--- src/rtl/mcuit_defines.svh ---
`ifndef MCUIT_DEFINES_SVH
`define MCUIT_DEFINES_SVH

// system clock cycles in one instruction cycle
`define MCUIT_PHASES        4

// instruction word fields
`define MCUIT_OP_MSB        15
`define MCUIT_OP_LSB        11
`define MCUIT_BIT_MSB       10
`define MCUIT_BIT_LSB       8
`define MCUIT_DST_BIT       8
`define MCUIT_OPND_MSB      7
`define MCUIT_TGT_MSB       10

// special data memory addresses
`define MCUIT_PCL_ADDR      8'h06
`define MCUIT_TBLP_ADDR     8'h07
`define MCUIT_TBLH_ADDR     8'h08

// reset values
`define MCUIT_PC_RST        11'h000
`define MCUIT_ACC_RST       8'h00

// opcodes, five bits
`define MCUIT_OP_NOP        5'h00
`define MCUIT_OP_ADD        5'h01
`define MCUIT_OP_ADDI       5'h02
`define MCUIT_OP_SUB        5'h03
`define MCUIT_OP_SUBI       5'h04
`define MCUIT_OP_AND        5'h05
`define MCUIT_OP_OR         5'h06
`define MCUIT_OP_XOR        5'h07
`define MCUIT_OP_CPL        5'h08
`define MCUIT_OP_INC        5'h09
`define MCUIT_OP_DEC        5'h0a
`define MCUIT_OP_RR         5'h0b
`define MCUIT_OP_RL         5'h0c
`define MCUIT_OP_RRC        5'h0d
`define MCUIT_OP_RLC        5'h0e
`define MCUIT_OP_MOVAM      5'h0f
`define MCUIT_OP_MOVMA      5'h10
`define MCUIT_OP_MOVI       5'h11
`define MCUIT_OP_SETB       5'h12
`define MCUIT_OP_CLRB       5'h13
`define MCUIT_OP_JMP        5'h14
`define MCUIT_OP_CALL       5'h15
`define MCUIT_OP_RET        5'h16
`define MCUIT_OP_SZ         5'h17
`define MCUIT_OP_SNZ        5'h18
`define MCUIT_OP_SZB        5'h19
`define MCUIT_OP_SNZB       5'h1a
`define MCUIT_OP_TABRD      5'h1b
`define MCUIT_OP_HALT       5'h1c

`endif

--- src/rtl/mcuit_pkg.sv ---
package mcuit_pkg;

	// position inside one instruction cycle
	typedef enum logic [1:0] {
		PH_ADDR,
		PH_WAIT,
		PH_FETCH,
		PH_COMMIT
	} mcuit_phase_e;

	typedef logic [4:0] mcuit_op_t;

	// status flags shown to the outside
	typedef struct packed {
		logic carry;
		logic zero;
	} mcuit_flags_s;

	// one data memory write
	typedef struct packed {
		logic       en;
		logic [7:0] addr;
		logic [7:0] data;
	} mcuit_dwr_s;

endpackage

--- src/rtl/mcuit_dmem.sv ---
// data memory, registered read port, one write port
module mcuit_dmem #(
	parameter int AW = 8,
	parameter int DW = 8
) (
	input  wire logic          ref_clk,
	input  wire logic          rst_b,
	input  wire logic          ce,
	input  wire logic [AW-1:0] raddr,
	output logic      [DW-1:0] rdata,
	input  wire logic          we,
	input  wire logic [AW-1:0] waddr,
	input  wire logic [DW-1:0] wdata
);

	logic [DW-1:0] mem [2**AW];   // storage, no reset
	logic [DW-1:0] rdata_ff;      // read register

	// write port
	always_ff @(posedge ref_clk)
	begin
		if (ce && we)
		begin
			mem[waddr] <= wdata;
		end
	end

	// read port; old data on same-address write
	always_ff @(posedge ref_clk or negedge rst_b)
	begin
		if (!rst_b)
		begin
			rdata_ff <= '0;
		end
		else if (ce)
		begin
			rdata_ff <= mem[raddr];
		end
	end

	assign rdata = rdata_ff;

endmodule

--- src/rtl/mcuit_core.sv ---
// How it works
// - one instruction cycle is four clocks
// - jump, call, table read take two
// - write to pc low byte jumps, extra cycle
// - skip taken costs one extra cycle
// - skips test byte or bit, skip next
// - call saves return, return resumes after call
// - carry above 255, borrow below zero
// - increment, decrement by one, either destination
// - logic ops set zero on zero result
// - rotates by one, some through carry
// - bit set/clear keeps other bits
// - table read pulls program word into registers
// - halt enters power-down
`include "mcuit_defines.svh"

module mcuit_core #(
	parameter int STACK_DEPTH = 4,
	parameter int PC_W        = 11
) (
	input  wire logic                ref_clk,
	input  wire logic                rst_b,
	input  wire logic                ce,
	output logic [PC_W-1:0]          prog_addr,
	input  wire logic [15:0]         prog_data,
	input  wire logic                wake,
	output logic [7:0]               acc,
	output mcuit_pkg::mcuit_flags_s  flags,
	output logic [PC_W-1:0]          pc,
	output logic                     power_down,
	output logic                     instr_done
);

	localparam int SPW = $clog2(STACK_DEPTH);

	mcuit_pkg::mcuit_phase_e ph_ff;          // clock within instruction cycle
	logic [PC_W-1:0]         pc_ff;          // address being fetched
	logic [PC_W-1:0]         prog_addr_ff;   // program memory address
	logic [15:0]             fetch_ff;       // word read this cycle
	logic [15:0]             instr_ff;       // instruction executing
	logic                    ivalid_ff;      // instr_ff not discarded
	logic [7:0]              acc_ff;         // accumulator
	mcuit_pkg::mcuit_flags_s flags_ff;       // carry and zero
	logic [7:0]              tblp_ff;        // table pointer
	logic [7:0]              tblh_ff;        // table high byte
	logic                    halted_ff;      // power-down
	logic                    done_ff;        // pulse after each commit
	logic [PC_W-1:0]         stk_ff [STACK_DEPTH];
	logic [SPW-1:0]          sp_ff;          // next free slot
	logic [7:0]              mem_rdata;      // data memory read
	mcuit_pkg::mcuit_dwr_s   dwr;            // data memory write

	mcuit_pkg::mcuit_op_t    op;
	logic [2:0]              bi;
	logic [7:0]              opm;
	logic [7:0]              mask;
	logic [7:0]              opnd;
	logic                    run;
	logic                    commit;

	// decode fields of the executing word
	assign op   = instr_ff[`MCUIT_OP_MSB:`MCUIT_OP_LSB];
	assign bi   = instr_ff[`MCUIT_BIT_MSB:`MCUIT_BIT_LSB];
	assign opm  = instr_ff[`MCUIT_OPND_MSB:0];
	assign mask = 8'h01 << bi;
	assign run    = ce && !halted_ff;
	assign commit = run && (ph_ff == mcuit_pkg::PH_COMMIT);

	// special registers sit over data memory
	always_comb
	begin
		case (opm)
			`MCUIT_PCL_ADDR:  opnd = pc_ff[7:0];
			`MCUIT_TBLP_ADDR: opnd = tblp_ff;
			`MCUIT_TBLH_ADDR: opnd = tblh_ff;
			default:          opnd = mem_rdata;
		endcase
	end

	// execute; results only take effect at commit
	logic [7:0]      res;
	logic            nc;
	logic            nz;
	logic            dst;        // result goes to d-selected place
	logic            wr_acc;
	logic            wr_mem;
	logic            skip_take;
	logic            redirect;
	logic [PC_W-1:0] tgt;
	logic            push;
	logic            pop;
	logic            tab;
	logic            halt;
	logic            pcl_wr;
	always_comb
	begin
		res       = opnd;
		nc        = flags_ff.carry;
		nz        = flags_ff.zero;
		dst       = 1'b0;
		wr_acc    = 1'b0;
		wr_mem    = 1'b0;
		skip_take = 1'b0;
		redirect  = 1'b0;
		tgt       = instr_ff[`MCUIT_TGT_MSB:0];
		push      = 1'b0;
		pop       = 1'b0;
		tab       = 1'b0;
		halt      = 1'b0;
		case (op)
			`MCUIT_OP_ADD:   {nc, res} = {1'b0, acc_ff} + {1'b0, opnd};
			`MCUIT_OP_ADDI:  {nc, res} = {1'b0, acc_ff} + {1'b0, opm};
			`MCUIT_OP_SUB:
			begin
				res = acc_ff - opnd;
				nc  = acc_ff < opnd;
			end
			`MCUIT_OP_SUBI:
			begin
				res = acc_ff - opm;
				nc  = acc_ff < opm;
			end
			`MCUIT_OP_AND:   res = acc_ff & opnd;
			`MCUIT_OP_OR:    res = acc_ff | opnd;
			`MCUIT_OP_XOR:   res = acc_ff ^ opnd;
			`MCUIT_OP_CPL:   res = ~opnd;
			`MCUIT_OP_INC:   res = opnd + 8'h01;
			`MCUIT_OP_DEC:   res = opnd - 8'h01;
			`MCUIT_OP_RR:    res = {opnd[0], opnd[7:1]};
			`MCUIT_OP_RL:    res = {opnd[6:0], opnd[7]};
			`MCUIT_OP_RRC:
			begin
				res = {flags_ff.carry, opnd[7:1]};
				nc  = opnd[0];
			end
			`MCUIT_OP_RLC:
			begin
				res = {opnd[6:0], flags_ff.carry};
				nc  = opnd[7];
			end
			`MCUIT_OP_MOVAM: wr_acc = 1'b1;
			`MCUIT_OP_MOVMA:
			begin
				res    = acc_ff;
				wr_mem = 1'b1;
			end
			`MCUIT_OP_MOVI:
			begin
				res    = opm;
				wr_acc = 1'b1;
			end
			// read-modify-write of one bit
			`MCUIT_OP_SETB:
			begin
				res    = opnd | mask;
				wr_mem = 1'b1;
			end
			`MCUIT_OP_CLRB:
			begin
				res    = opnd & ~mask;
				wr_mem = 1'b1;
			end
			`MCUIT_OP_JMP:   redirect = 1'b1;
			`MCUIT_OP_CALL:
			begin
				redirect = 1'b1;
				push     = 1'b1;
			end
			`MCUIT_OP_RET:
			begin
				redirect = 1'b1;
				pop      = 1'b1;
				tgt      = stk_ff[sp_ff - SPW'(1)];
			end
			`MCUIT_OP_SZ:    skip_take = (opnd == 8'h00);
			`MCUIT_OP_SNZ:   skip_take = (opnd != 8'h00);
			`MCUIT_OP_SZB:   skip_take = !opnd[bi];
			`MCUIT_OP_SNZB:  skip_take = opnd[bi];
			// low byte to memory, high byte held
			`MCUIT_OP_TABRD:
			begin
				res    = fetch_ff[7:0];
				wr_mem = 1'b1;
				tab    = 1'b1;
			end
			`MCUIT_OP_HALT:  halt = 1'b1;
			default:         ;
		endcase
		// d bit picks memory or accumulator
		case (op)
			`MCUIT_OP_ADD, `MCUIT_OP_SUB, `MCUIT_OP_AND, `MCUIT_OP_OR, `MCUIT_OP_XOR, `MCUIT_OP_CPL,
			`MCUIT_OP_INC, `MCUIT_OP_DEC, `MCUIT_OP_RR, `MCUIT_OP_RL, `MCUIT_OP_RRC, `MCUIT_OP_RLC:
				dst = 1'b1;
			default:
				dst = 1'b0;
		endcase
		// zero flag on arithmetic, logic and inc/dec
		case (op)
			`MCUIT_OP_ADD, `MCUIT_OP_ADDI, `MCUIT_OP_SUB, `MCUIT_OP_SUBI, `MCUIT_OP_AND, `MCUIT_OP_OR,
			`MCUIT_OP_XOR, `MCUIT_OP_CPL, `MCUIT_OP_INC, `MCUIT_OP_DEC:
				nz = (res == 8'h00);
			default:
				nz = flags_ff.zero;
		endcase
		wr_mem = wr_mem || (dst && instr_ff[`MCUIT_DST_BIT]);
		wr_acc = wr_acc || (dst && !instr_ff[`MCUIT_DST_BIT]) || (op == `MCUIT_OP_ADDI) || (op == `MCUIT_OP_SUBI);
		pcl_wr = wr_mem && (opm == `MCUIT_PCL_ADDR);
		if (pcl_wr)
		begin
			redirect = 1'b1;
			tgt      = {pc_ff[PC_W-1:8], res};
		end
		if (skip_take)
		begin
			redirect = 1'b1;
			tgt      = pc_ff + PC_W'(1);
		end
	end

	// data memory port; special addresses are not stored
	assign dwr.en   = commit && ivalid_ff && wr_mem && (opm != `MCUIT_PCL_ADDR) &&
	                  (opm != `MCUIT_TBLP_ADDR) && (opm != `MCUIT_TBLH_ADDR);
	assign dwr.addr = opm;
	assign dwr.data = res;

	mcuit_dmem #(
		.AW (8),
		.DW (8)
	) u_dmem (
		.ref_clk (ref_clk),
		.rst_b   (rst_b),
		.ce      (ce),
		.raddr   (opm),
		.rdata   (mem_rdata),
		.we      (dwr.en),
		.waddr   (dwr.addr),
		.wdata   (dwr.data)
	);

	// four clocks per instruction cycle, frozen in halt
	always_ff @(posedge ref_clk or negedge rst_b)
	begin
		if (!rst_b)
		begin
			ph_ff <= mcuit_pkg::PH_ADDR;
		end
		else if (run)
		begin
			case (ph_ff)
				mcuit_pkg::PH_ADDR:   ph_ff <= mcuit_pkg::PH_WAIT;
				mcuit_pkg::PH_WAIT:   ph_ff <= mcuit_pkg::PH_FETCH;
				mcuit_pkg::PH_FETCH:  ph_ff <= mcuit_pkg::PH_COMMIT;
				mcuit_pkg::PH_COMMIT: ph_ff <= mcuit_pkg::PH_ADDR;
				default:              ph_ff <= mcuit_pkg::PH_ADDR;
			endcase
		end
	end

	// program address: table slot steals the fetch
	always_ff @(posedge ref_clk or negedge rst_b)
	begin
		if (!rst_b)
		begin
			prog_addr_ff <= `MCUIT_PC_RST;
		end
		else if (run && ph_ff == mcuit_pkg::PH_ADDR)
		begin
			if (ivalid_ff && op == `MCUIT_OP_TABRD)
			begin
				prog_addr_ff <= {pc_ff[PC_W-1:8], tblp_ff};
			end
			else
			begin
				prog_addr_ff <= pc_ff;
			end
		end
	end

	// program word sampled two clocks after the address
	always_ff @(posedge ref_clk or negedge rst_b)
	begin
		if (!rst_b)
		begin
			fetch_ff <= 16'h0000;
		end
		else if (run && ph_ff == mcuit_pkg::PH_FETCH)
		begin
			fetch_ff <= prog_data;
		end
	end

	// pc and prefetch pipeline
	always_ff @(posedge ref_clk or negedge rst_b)
	begin
		if (!rst_b)
		begin
			pc_ff     <= `MCUIT_PC_RST;
			instr_ff  <= 16'h0000;
			ivalid_ff <= 1'b0;
		end
		else if (commit)
		begin
			instr_ff <= fetch_ff;
			if (ivalid_ff && redirect)
			begin
				pc_ff     <= tgt;
				ivalid_ff <= 1'b0;
			end
			else if (ivalid_ff && tab)
			begin
				ivalid_ff <= 1'b0;
			end
			else
			begin
				pc_ff     <= pc_ff + PC_W'(1);
				ivalid_ff <= 1'b1;
			end
		end
	end

	// accumulator, flags, table registers
	always_ff @(posedge ref_clk or negedge rst_b)
	begin
		if (!rst_b)
		begin
			acc_ff   <= `MCUIT_ACC_RST;
			flags_ff <= '0;
			tblp_ff  <= 8'h00;
			tblh_ff  <= 8'h00;
		end
		else if (commit && ivalid_ff)
		begin
			flags_ff.carry <= nc;
			flags_ff.zero  <= nz;
			if (wr_acc)
			begin
				acc_ff <= res;
			end
			if (wr_mem && opm == `MCUIT_TBLP_ADDR)
			begin
				tblp_ff <= res;
			end
			if (tab)
			begin
				tblh_ff <= fetch_ff[15:8];
			end
			else if (wr_mem && opm == `MCUIT_TBLH_ADDR)
			begin
				tblh_ff <= res;
			end
		end
	end

	// return stack, wraps when overfilled
	always_ff @(posedge ref_clk or negedge rst_b)
	begin
		if (!rst_b)
		begin
			sp_ff <= '0;
			for (int i = 0; i < STACK_DEPTH; i++)
			begin
				stk_ff[i] <= '0;
			end
		end
		else if (commit && ivalid_ff)
		begin
			if (push)
			begin
				stk_ff[sp_ff] <= pc_ff;
				sp_ff         <= sp_ff + SPW'(1);
			end
			else if (pop)
			begin
				sp_ff <= sp_ff - SPW'(1);
			end
		end
	end

	// power-down until wake
	always_ff @(posedge ref_clk or negedge rst_b)
	begin
		if (!rst_b)
		begin
			halted_ff <= 1'b0;
			done_ff   <= 1'b0;
		end
		else if (ce)
		begin
			done_ff <= commit;
			if (commit && ivalid_ff && halt)
			begin
				halted_ff <= 1'b1;
			end
			else if (wake)
			begin
				halted_ff <= 1'b0;
			end
		end
	end

	assign prog_addr  = prog_addr_ff;
	assign acc        = acc_ff;
	assign flags      = flags_ff;
	assign pc         = pc_ff;
	assign power_down = halted_ff;
	assign instr_done = done_ff;

	a_cycle_four: assert property (@(posedge ref_clk) disable iff (!rst_b || !ce)
		commit && !(ivalid_ff && halt) |=> !commit[*3] ##1 commit) else $error("cycle not four clocks");
	a_jump_target: assert property (@(posedge ref_clk) disable iff (!rst_b || !ce)
		commit && ivalid_ff && op == `MCUIT_OP_JMP |=> pc_ff == $past(instr_ff[10:0]) && !ivalid_ff)
		else $error("jump target wrong");
	a_redirect_drop: assert property (@(posedge ref_clk) disable iff (!rst_b || !ce)
		commit && ivalid_ff && redirect |=> (!ivalid_ff)[*4]) else $error("prefetch not discarded");
	a_pcl_jump: assert property (@(posedge ref_clk) disable iff (!rst_b || !ce)
		commit && ivalid_ff && pcl_wr |=> pc_ff[7:0] == $past(res) && !ivalid_ff) else $error("pcl write no jump");
	a_skip_taken: assert property (@(posedge ref_clk) disable iff (!rst_b || !ce)
		commit && ivalid_ff && skip_take |=> pc_ff == $past(pc_ff) + PC_W'(1) && !ivalid_ff)
		else $error("skip not taken");
	a_skip_not: assert property (@(posedge ref_clk) disable iff (!rst_b || !ce)
		commit && ivalid_ff && op == `MCUIT_OP_SZ && opnd != 8'h00 |=> ivalid_ff) else $error("false skip");
	a_return_point: assert property (@(posedge ref_clk) disable iff (!rst_b || !ce)
		commit && ivalid_ff && op == `MCUIT_OP_CALL |=> stk_ff[$past(sp_ff)] == $past(pc_ff))
		else $error("return point lost");
	a_add_carry: assert property (@(posedge ref_clk) disable iff (!rst_b || !ce)
		commit && ivalid_ff && op == `MCUIT_OP_ADD |=>
		flags_ff.carry == (({1'b0, $past(acc_ff)} + {1'b0, $past(opnd)}) > 9'h0ff)) else $error("add carry wrong");
	a_sub_borrow: assert property (@(posedge ref_clk) disable iff (!rst_b || !ce)
		commit && ivalid_ff && op == `MCUIT_OP_SUBI |=> flags_ff.carry == ($past(acc_ff) < $past(opm)))
		else $error("sub borrow wrong");
	a_inc_acc: assert property (@(posedge ref_clk) disable iff (!rst_b || !ce)
		commit && ivalid_ff && op == `MCUIT_OP_INC && !instr_ff[8] |=> acc_ff == $past(opnd) + 8'h01)
		else $error("increment wrong");
	a_zero_logic: assert property (@(posedge ref_clk) disable iff (!rst_b || !ce)
		commit && ivalid_ff && op == `MCUIT_OP_AND |=> flags_ff.zero == (($past(acc_ff) & $past(opnd)) == 8'h00))
		else $error("zero flag wrong");
	a_rotate_carry: assert property (@(posedge ref_clk) disable iff (!rst_b || !ce)
		commit && ivalid_ff && op == `MCUIT_OP_RRC |=> flags_ff.carry == $past(opnd[0])) else $error("rrc carry");
	a_bit_keep: assert property (@(posedge ref_clk) disable iff (!rst_b || !ce)
		dwr.en && (op == `MCUIT_OP_SETB || op == `MCUIT_OP_CLRB) |-> (dwr.data & ~mask) == (opnd & ~mask))
		else $error("other bits changed");
	a_table_addr: assert property (@(posedge ref_clk) disable iff (!rst_b || !ce)
		commit && ivalid_ff && tab |-> prog_addr_ff == {pc_ff[PC_W-1:8], tblp_ff}) else $error("table address");
	a_halt_down: assert property (@(posedge ref_clk) disable iff (!rst_b || !ce)
		commit && ivalid_ff && halt |=> power_down) else $error("halt ignored");

endmodule

--- config.mk ---
export PLATFORM = sky130hd
export DESIGN_NAME = mcuit_core
export DESIGN_NICKNAME = d
export VERILOG_FILES = /design/src/rtl/mcuit_pkg.sv /design/src/rtl/mcuit_dmem.sv /design/src/rtl/mcuit_core.sv
export VERILOG_INCLUDE_DIRS = /design/src /design/src/rtl
export SDC_FILE = /design/constraint.sdc
export NUM_CORES = 2
export LEC_CHECK = 0
export BUFFER_PORTS_ARGS = -buffer_cell sky130_fd_sc_hd__buf_2
export CORE_ASPECT_RATIO = 1.25
export CORE_MARGIN = 2
export CORE_UTILIZATION = 50
export CTS_CLUSTER_DIAMETER = 50
export DETAILED_ROUTE_END_ITERATION = 10
export PLACE_DENSITY = 0.64
export SLEW_MARGIN = 15
export SYNTH_ARGS = -nofsm -noshare
export SYNTH_HDL_FRONTEND = slang
export SYNTH_SLANG_ARGS = --single-unit
--- constraint.sdc ---
create_clock -name ref_clk -period 14.75 [get_ports ref_clk]
set_input_delay 0.7375 -clock ref_clk [delete_from_list [all_inputs] [get_ports ref_clk]]
set_output_delay 0.7375 -clock ref_clk [all_outputs]
set_load 0.02 [all_outputs]
# Yosys cells after proc, flatten, opt, wreduce, memory -nomap -nowiden
# Memories as Yosys holds them, arrays and structs flattened. A register that Yosys moved wholly into a read port is not among the register bits.
# Index checks and enable logic that the tools add are counted.
dict set report totals {
  register_bits 131
  latchBits 0
  mem_bits_rw 2048
  mem_bits_ro 16
  input_bits 20
  elab_cells 174
  mem_count 2
}
dict set report op_classes {
  addsub 9
  n_mul 0
  div 0
  magnitude_cmp 6
  eq_ne 39
  shifts 1
  n_mux 39
  bitwise 9
  n_reduce_logical 50
}
# name words width read_ports rd_clocked_by_memory_dff write_ports line
set memory_table {}
lappend memory_table {u_dmem.mem 256 8 1 1 1 mcuit_dmem.sv:16} ;# logic [DW-1:0] mem [2**AW];
lappend memory_table {{(name not given)} 16 1 1 0 0 mcuit_core.sv:190} ;# case (op)
# cell count
set op_table {}
lappend op_table {{$pmux 8 s19} 1}
lappend op_table {{$mux 11} 8}
lappend op_table {{$eq 5x5->1 const B} 13}
lappend op_table {{$bwmux 44} 1}
lappend op_table {{$eq 5x4->1 const B} 8}
lappend op_table {{$mux 8} 3}
lappend op_table {{$pmux 8 s3} 1}
lappend op_table {{$bmux 11 s2} 1}
lappend op_table {{$demux 11 s2} 1}
lappend op_table {{$eq 5x3->1 const B} 4}
lappend op_table {{$logic_and 1x1->1} 20}
lappend op_table {{$add 8x8->9} 2}
lappend op_table {{$reduce_and 2->1} 9}
lappend op_table {{$mux 1} 17}
lappend op_table {{$and 8x8->8} 2}
lappend op_table {{$eq 8x3->1 const B} 2}
lappend op_table {{$logic_not 8->1} 2}
lappend op_table {{$lt 8x8->1} 2}
lappend op_table {{$ne 8x3->1 const B} 2}
lappend op_table {{$not 8->8} 2}
lappend op_table {{$or 8x8->8} 2}
lappend op_table {{$sub 8x8->8} 2}
lappend op_table {{$add 11x1->11 const B} 1}
lappend op_table {{$eq 5x2->1 const B} 2}
lappend op_table {{other kinds (33)} 45}

# Depth between registers and ports, before layout
dict set report depth {
  depth_word 11
  ltp_mapped 18
  depth_no_buf 15
}

# Hierarchy
# A second synthesis with hierarchy kept.
dict set report hier_totals {
  cells_unflattened 5051
  hier_area_um2 90046.4
}
# mod n_inst cells_each area_per_inst_um2 seq_area_each_um2
set by_module_without_submodules {}
lappend by_module_without_submodules {mcuit_dmem 1 4044 80684.9 61699.2}
lappend by_module_without_submodules {mcuit_core 1 1007 9361.5 3278.1}

# Worst setup path before layout
# Ideal clock, no wire load.
dict set report synth_path {
  kind {reg2reg}
  startpoint {reg instr_ff[1]}
  endpoint {mem u_dmem.mem[0][3] (data pin)}
  t_arrival_ps 10707
  setup_slack_ps 2311
  stages_incl_launch_ff 15
  cell_sequence {dfrtp_1 > buf_2 > buf_1 > buf_1 > buf_2 > clkbuf_1 > inv_1 > ha_1 > nand2b_1 > a21oi_1 > nor2_1 > o22a_1 > a21oi_1 > a21oi_1 > a41oi_1}
}
# item line
set synth_rtl {}
lappend synth_rtl {{from (decl)} mcuit_core.sv:40} ;# logic [15:0] instr_ff;
lappend synth_rtl {{from (signal assigned)} mcuit_core.sv:303} ;# instr_ff <= fetch_ff;
lappend synth_rtl {{to (decl)} mcuit_dmem.sv:16}

==> impl_metrics.ini <==
[outcome]
status = completed

[layout]
drive_above_1_share_pct = 26.9
final_common_cell = edfxtp_1
fin_cells = 6989
finalNetCount = 4535
fin_area_mm2 = 0.0985
fin_util_pct = 56.0
final_cell_mix = 2048 x edfxtp_1, 659 x mux4_2, 341 x nor2_1
area_growth_pct = 11.2

[detailed_routing]
wl_per_cell_um = 32.1
finalWirelength_um = 224000
firstDrtPassIters = 8
viasPerCell = 6.33
drc = 0
vias = 44239
drt-initial-drc-count = 5480
drtAntennaViolNets = 0

[grt]
overflow = 0
grt_max_degree = 218
antenna_found_initial = 7
grt_pass1_wl_um = 327000
grt_pass1_vias = 44466
track_usage_pct = 25.2

[timing]
max_freq_mhz = 142
skew_ns = 0.0538
slew_violations = 0
fin_hold_ws_ns = 0.113
worst_slew_pin_slew_ns = 1.22
rsz0062_at_grt = false
finalSetupTns_ns = 0
max_slew_margin_pct = 18.5
setup_slack_ns = 7.72
final_hold_viol_count = 0
fin_crit_ns = 7.03
fin_crit_sh_pct = 47.6
finalSetupViolCount = 0

[pwr]
leakage_nw = 31.1
irDropWorstVdd_mv = 0.499
power_density_mw_per_mm2 = 255
p_total_mw = 25.1

[worst_setup_path]
cp_max_fo = 91
cpMaxStageDelayCell = a2111oi_0
worst-endpoint-arrival_ns = 7.56
critPathBufInv = 3
reg2reg_depth = 15
cp-end-kind = flop
r2r_setup_slack_ns = 7.72
crit_family = compound AO/OA/AOI/OAI gates
cp-start-kind = flop
worstPathCellList = and3b_1 -> o21ai_4 -> a21oi_1 -> inv_1 -> ha_1 -> nor3_1 -> a2111oi_0 -> nor2_1 -> o21ba_1 -> a211oi_1 -> a2bb2oi_1 -> nor2_1 -> a221oi_4 -> buf_4 -> buf_4
slowest_delay_ns = 0.98
r2r_end = u_dmem.mem[108][7]$_DFFE_PP_
path_class = flop to flop
crit_required_ns = 15.29
rr_startpoint = instr_ff[1]$_DFFE_PN0P_

[logic_synthesis]
ys_seq_area_share_pct = 73.4
async_reset_ff_share_pct = 6.36
yosysUniqueCellTypes = 87
synth_edf_count = 2048
syn_area_mm2 = 0.0886
ys_warn_count = 0
synth_ff_type = edfxtp_1
syn_inst = 4347
synth_seq_cells = 2187
postSynthAreaPerCell_um2 = 20.4

[placement]
dpl.hpwl_um = 136000
dp_slack_ns = 7.74
dp.cells = 6602
place_area_mm2 = 0.0917
place_congestion = 0.928
io_buffers = 53

[clock_network]
cts_tree = done
postCtsResizedCells = 0
hold_buffers = 1
clk_path_buf_depth = 3
clkTransAtPathRegs_ns = 0.06
cts_buffers = 207
root_buffer = clkbuf_16
clk_latency_ns = 0.87
cts.htree.levels = 4
cts_sinks = 2187
post_cts_buffers = 0

[worst_hold_path]
hold_class = primary input to flop
holdPathEnd = fetch_ff[3]$_DFFE_PN0P_
hold_depth = 2
min-delay-start = prog_data[3]

[floorplan]
core_area_mm2 = 0.176
std_cell_rows = 172
floorplan.initialDensity_pct = 50.4
io_pins = 54
die_w_um = 380
die_area_mm2 = 0.181
die_h_um = 475

[run]
cap_violations = 0
[sequential cells by signal, summed over array words and instances (netlist names)]
| register | count |
|---|---|
| u_dmem.mem | 2048 |
| stk_ff | 44 |
| fetch_ff | 16 |
| instr_ff | 16 |
| pc | 11 |
| prog_addr | 11 |
| acc | 8 |
| tblh_ff | 8 |
| tblp_ff | 8 |
| u_dmem.rdata | 8 |
| flags | 2 |
| ph_ff | 2 |
| sp_ff | 2 |
| instr_done | 1 |
| ivalid_ff | 1 |
| power_down | 1 |
[report_power, final]
part	total [mW]	leakage (nW)	internal (mW)	switching [mW]
combinational	9.21	7.67	2.68	6.53
sequential	10.6	20.2	10.3	0.287
clock	5.31	3.29	2.96	2.35
total	25.1	31.1	16.0	9.17
[logic make-up (layout without fill, tap and decap cells)]
| group | Yosys count | after routing | share of synthesized area, % |
|---|---|---|---|
| DFF | 2187 | 2187 | 73.4 |
| muxes | 791 | 791 | 18.4 |
| and+or+nand+nor | 689 | 689 | 3.52 |
| AOI/OAI and AO/OA | 307 | 307 | 2.37 |
| buffers and inverters | 306 | 574 | 1.42 |
| adders and majority gates | 52 | 52 | 0.777 |
| xor gates and xnor gates | 14 | 14 | 0.138 |
| other | 1 | 26 | 0.00423 |
[layout make-up]
class	instances	area [um^2]
repair buffers	145	1070
well taps	2349	2940
clock inverters	133	1450
inverters	45	181
diodes	2	5.00
fillers	13060	77300
clock buffers	251	5350
flip-flops and latches	2187	65000
multi-input cells	1877	22500
[synthesized netlist by cell type, types with 7 or more instances]
library cell,n,area [um^2]
a31oi_1,11,68.8
nand4_1,15,93.8
a211oi_1,8,60.1
nand2b_1,12,75.1
a32oi_1,10,87.6
nand2_1,117,439
inv_1,41,154
mux2_2,102,1150
buf_1,27,101
nor4_1,8,50.1
nor2b_1,29,181
a221o_1,7,70.1
o21a_1,8,60.1
and3_1,22,138
o211ai_1,8,60.1
a2111oi_0,7,61.3
o21ai_0,61,305
mux4_2,659,14800
o22ai_1,13,81.3
nand3_1,63,315
xnor2_1,10,87.6
clkbuf_1,155,582
a21oi_1,73,365
mux2i_1,29,290
a22oi_1,14,105
nor3_1,36,180
buf_2,77,385
nor2_1,344,1290
or3_1,9,56.3
and2_1,7,43.8
a221oi_1,14,123
edfxtp_1,2048,61500
ha_1,47,588
dfrtp_1,139,3480
[layer usage]
layer	track usage [%]	up-vias	share of wire (%)
li1	-	18227	-
met1	34.7	23820	40
met2	41.0	1839	49
met3	4.45	349	7.2
met4	8.42	4	3.5
met5	0	-	0.0094
[worst max-delay path by stage]
stage                       startpoint                      endpoint  cells after the start
6_report       instr_ff[1]$_DFFE_PN0P_  u_dmem.mem[108][7]$_DFFE_PP_                     15
5_1_grt        instr_ff[0]$_DFFE_PN0P_  u_dmem.mem[177][7]$_DFFE_PP_                     15
4_1_cts        instr_ff[1]$_DFFE_PN0P_  u_dmem.mem[180][7]$_DFFE_PP_                     16
3_5_place_dp   instr_ff[1]$_DFFE_PN0P_  u_dmem.mem[152][7]$_DFFE_PP_                     16
3_3_place_gp   instr_ff[1]$_DFFE_PN0P_  u_dmem.mem[106][7]$_DFFE_PP_                     16
2_1_floorplan  instr_ff[1]$_DFFE_PN0P_    u_dmem.mem[0][3]$_DFFE_PP_                     14
[worst reg2reg max path: cells and delay by family (launching register included)]
kind,cells,cell delay (ns)
fa+ha+maj,1,0.49
compound gates,7,2.68
flops,1,0.87
buf+inv,3,1.79
simple gates,4,0.79
No activity file was read; power rests on OpenSTA's default activity.
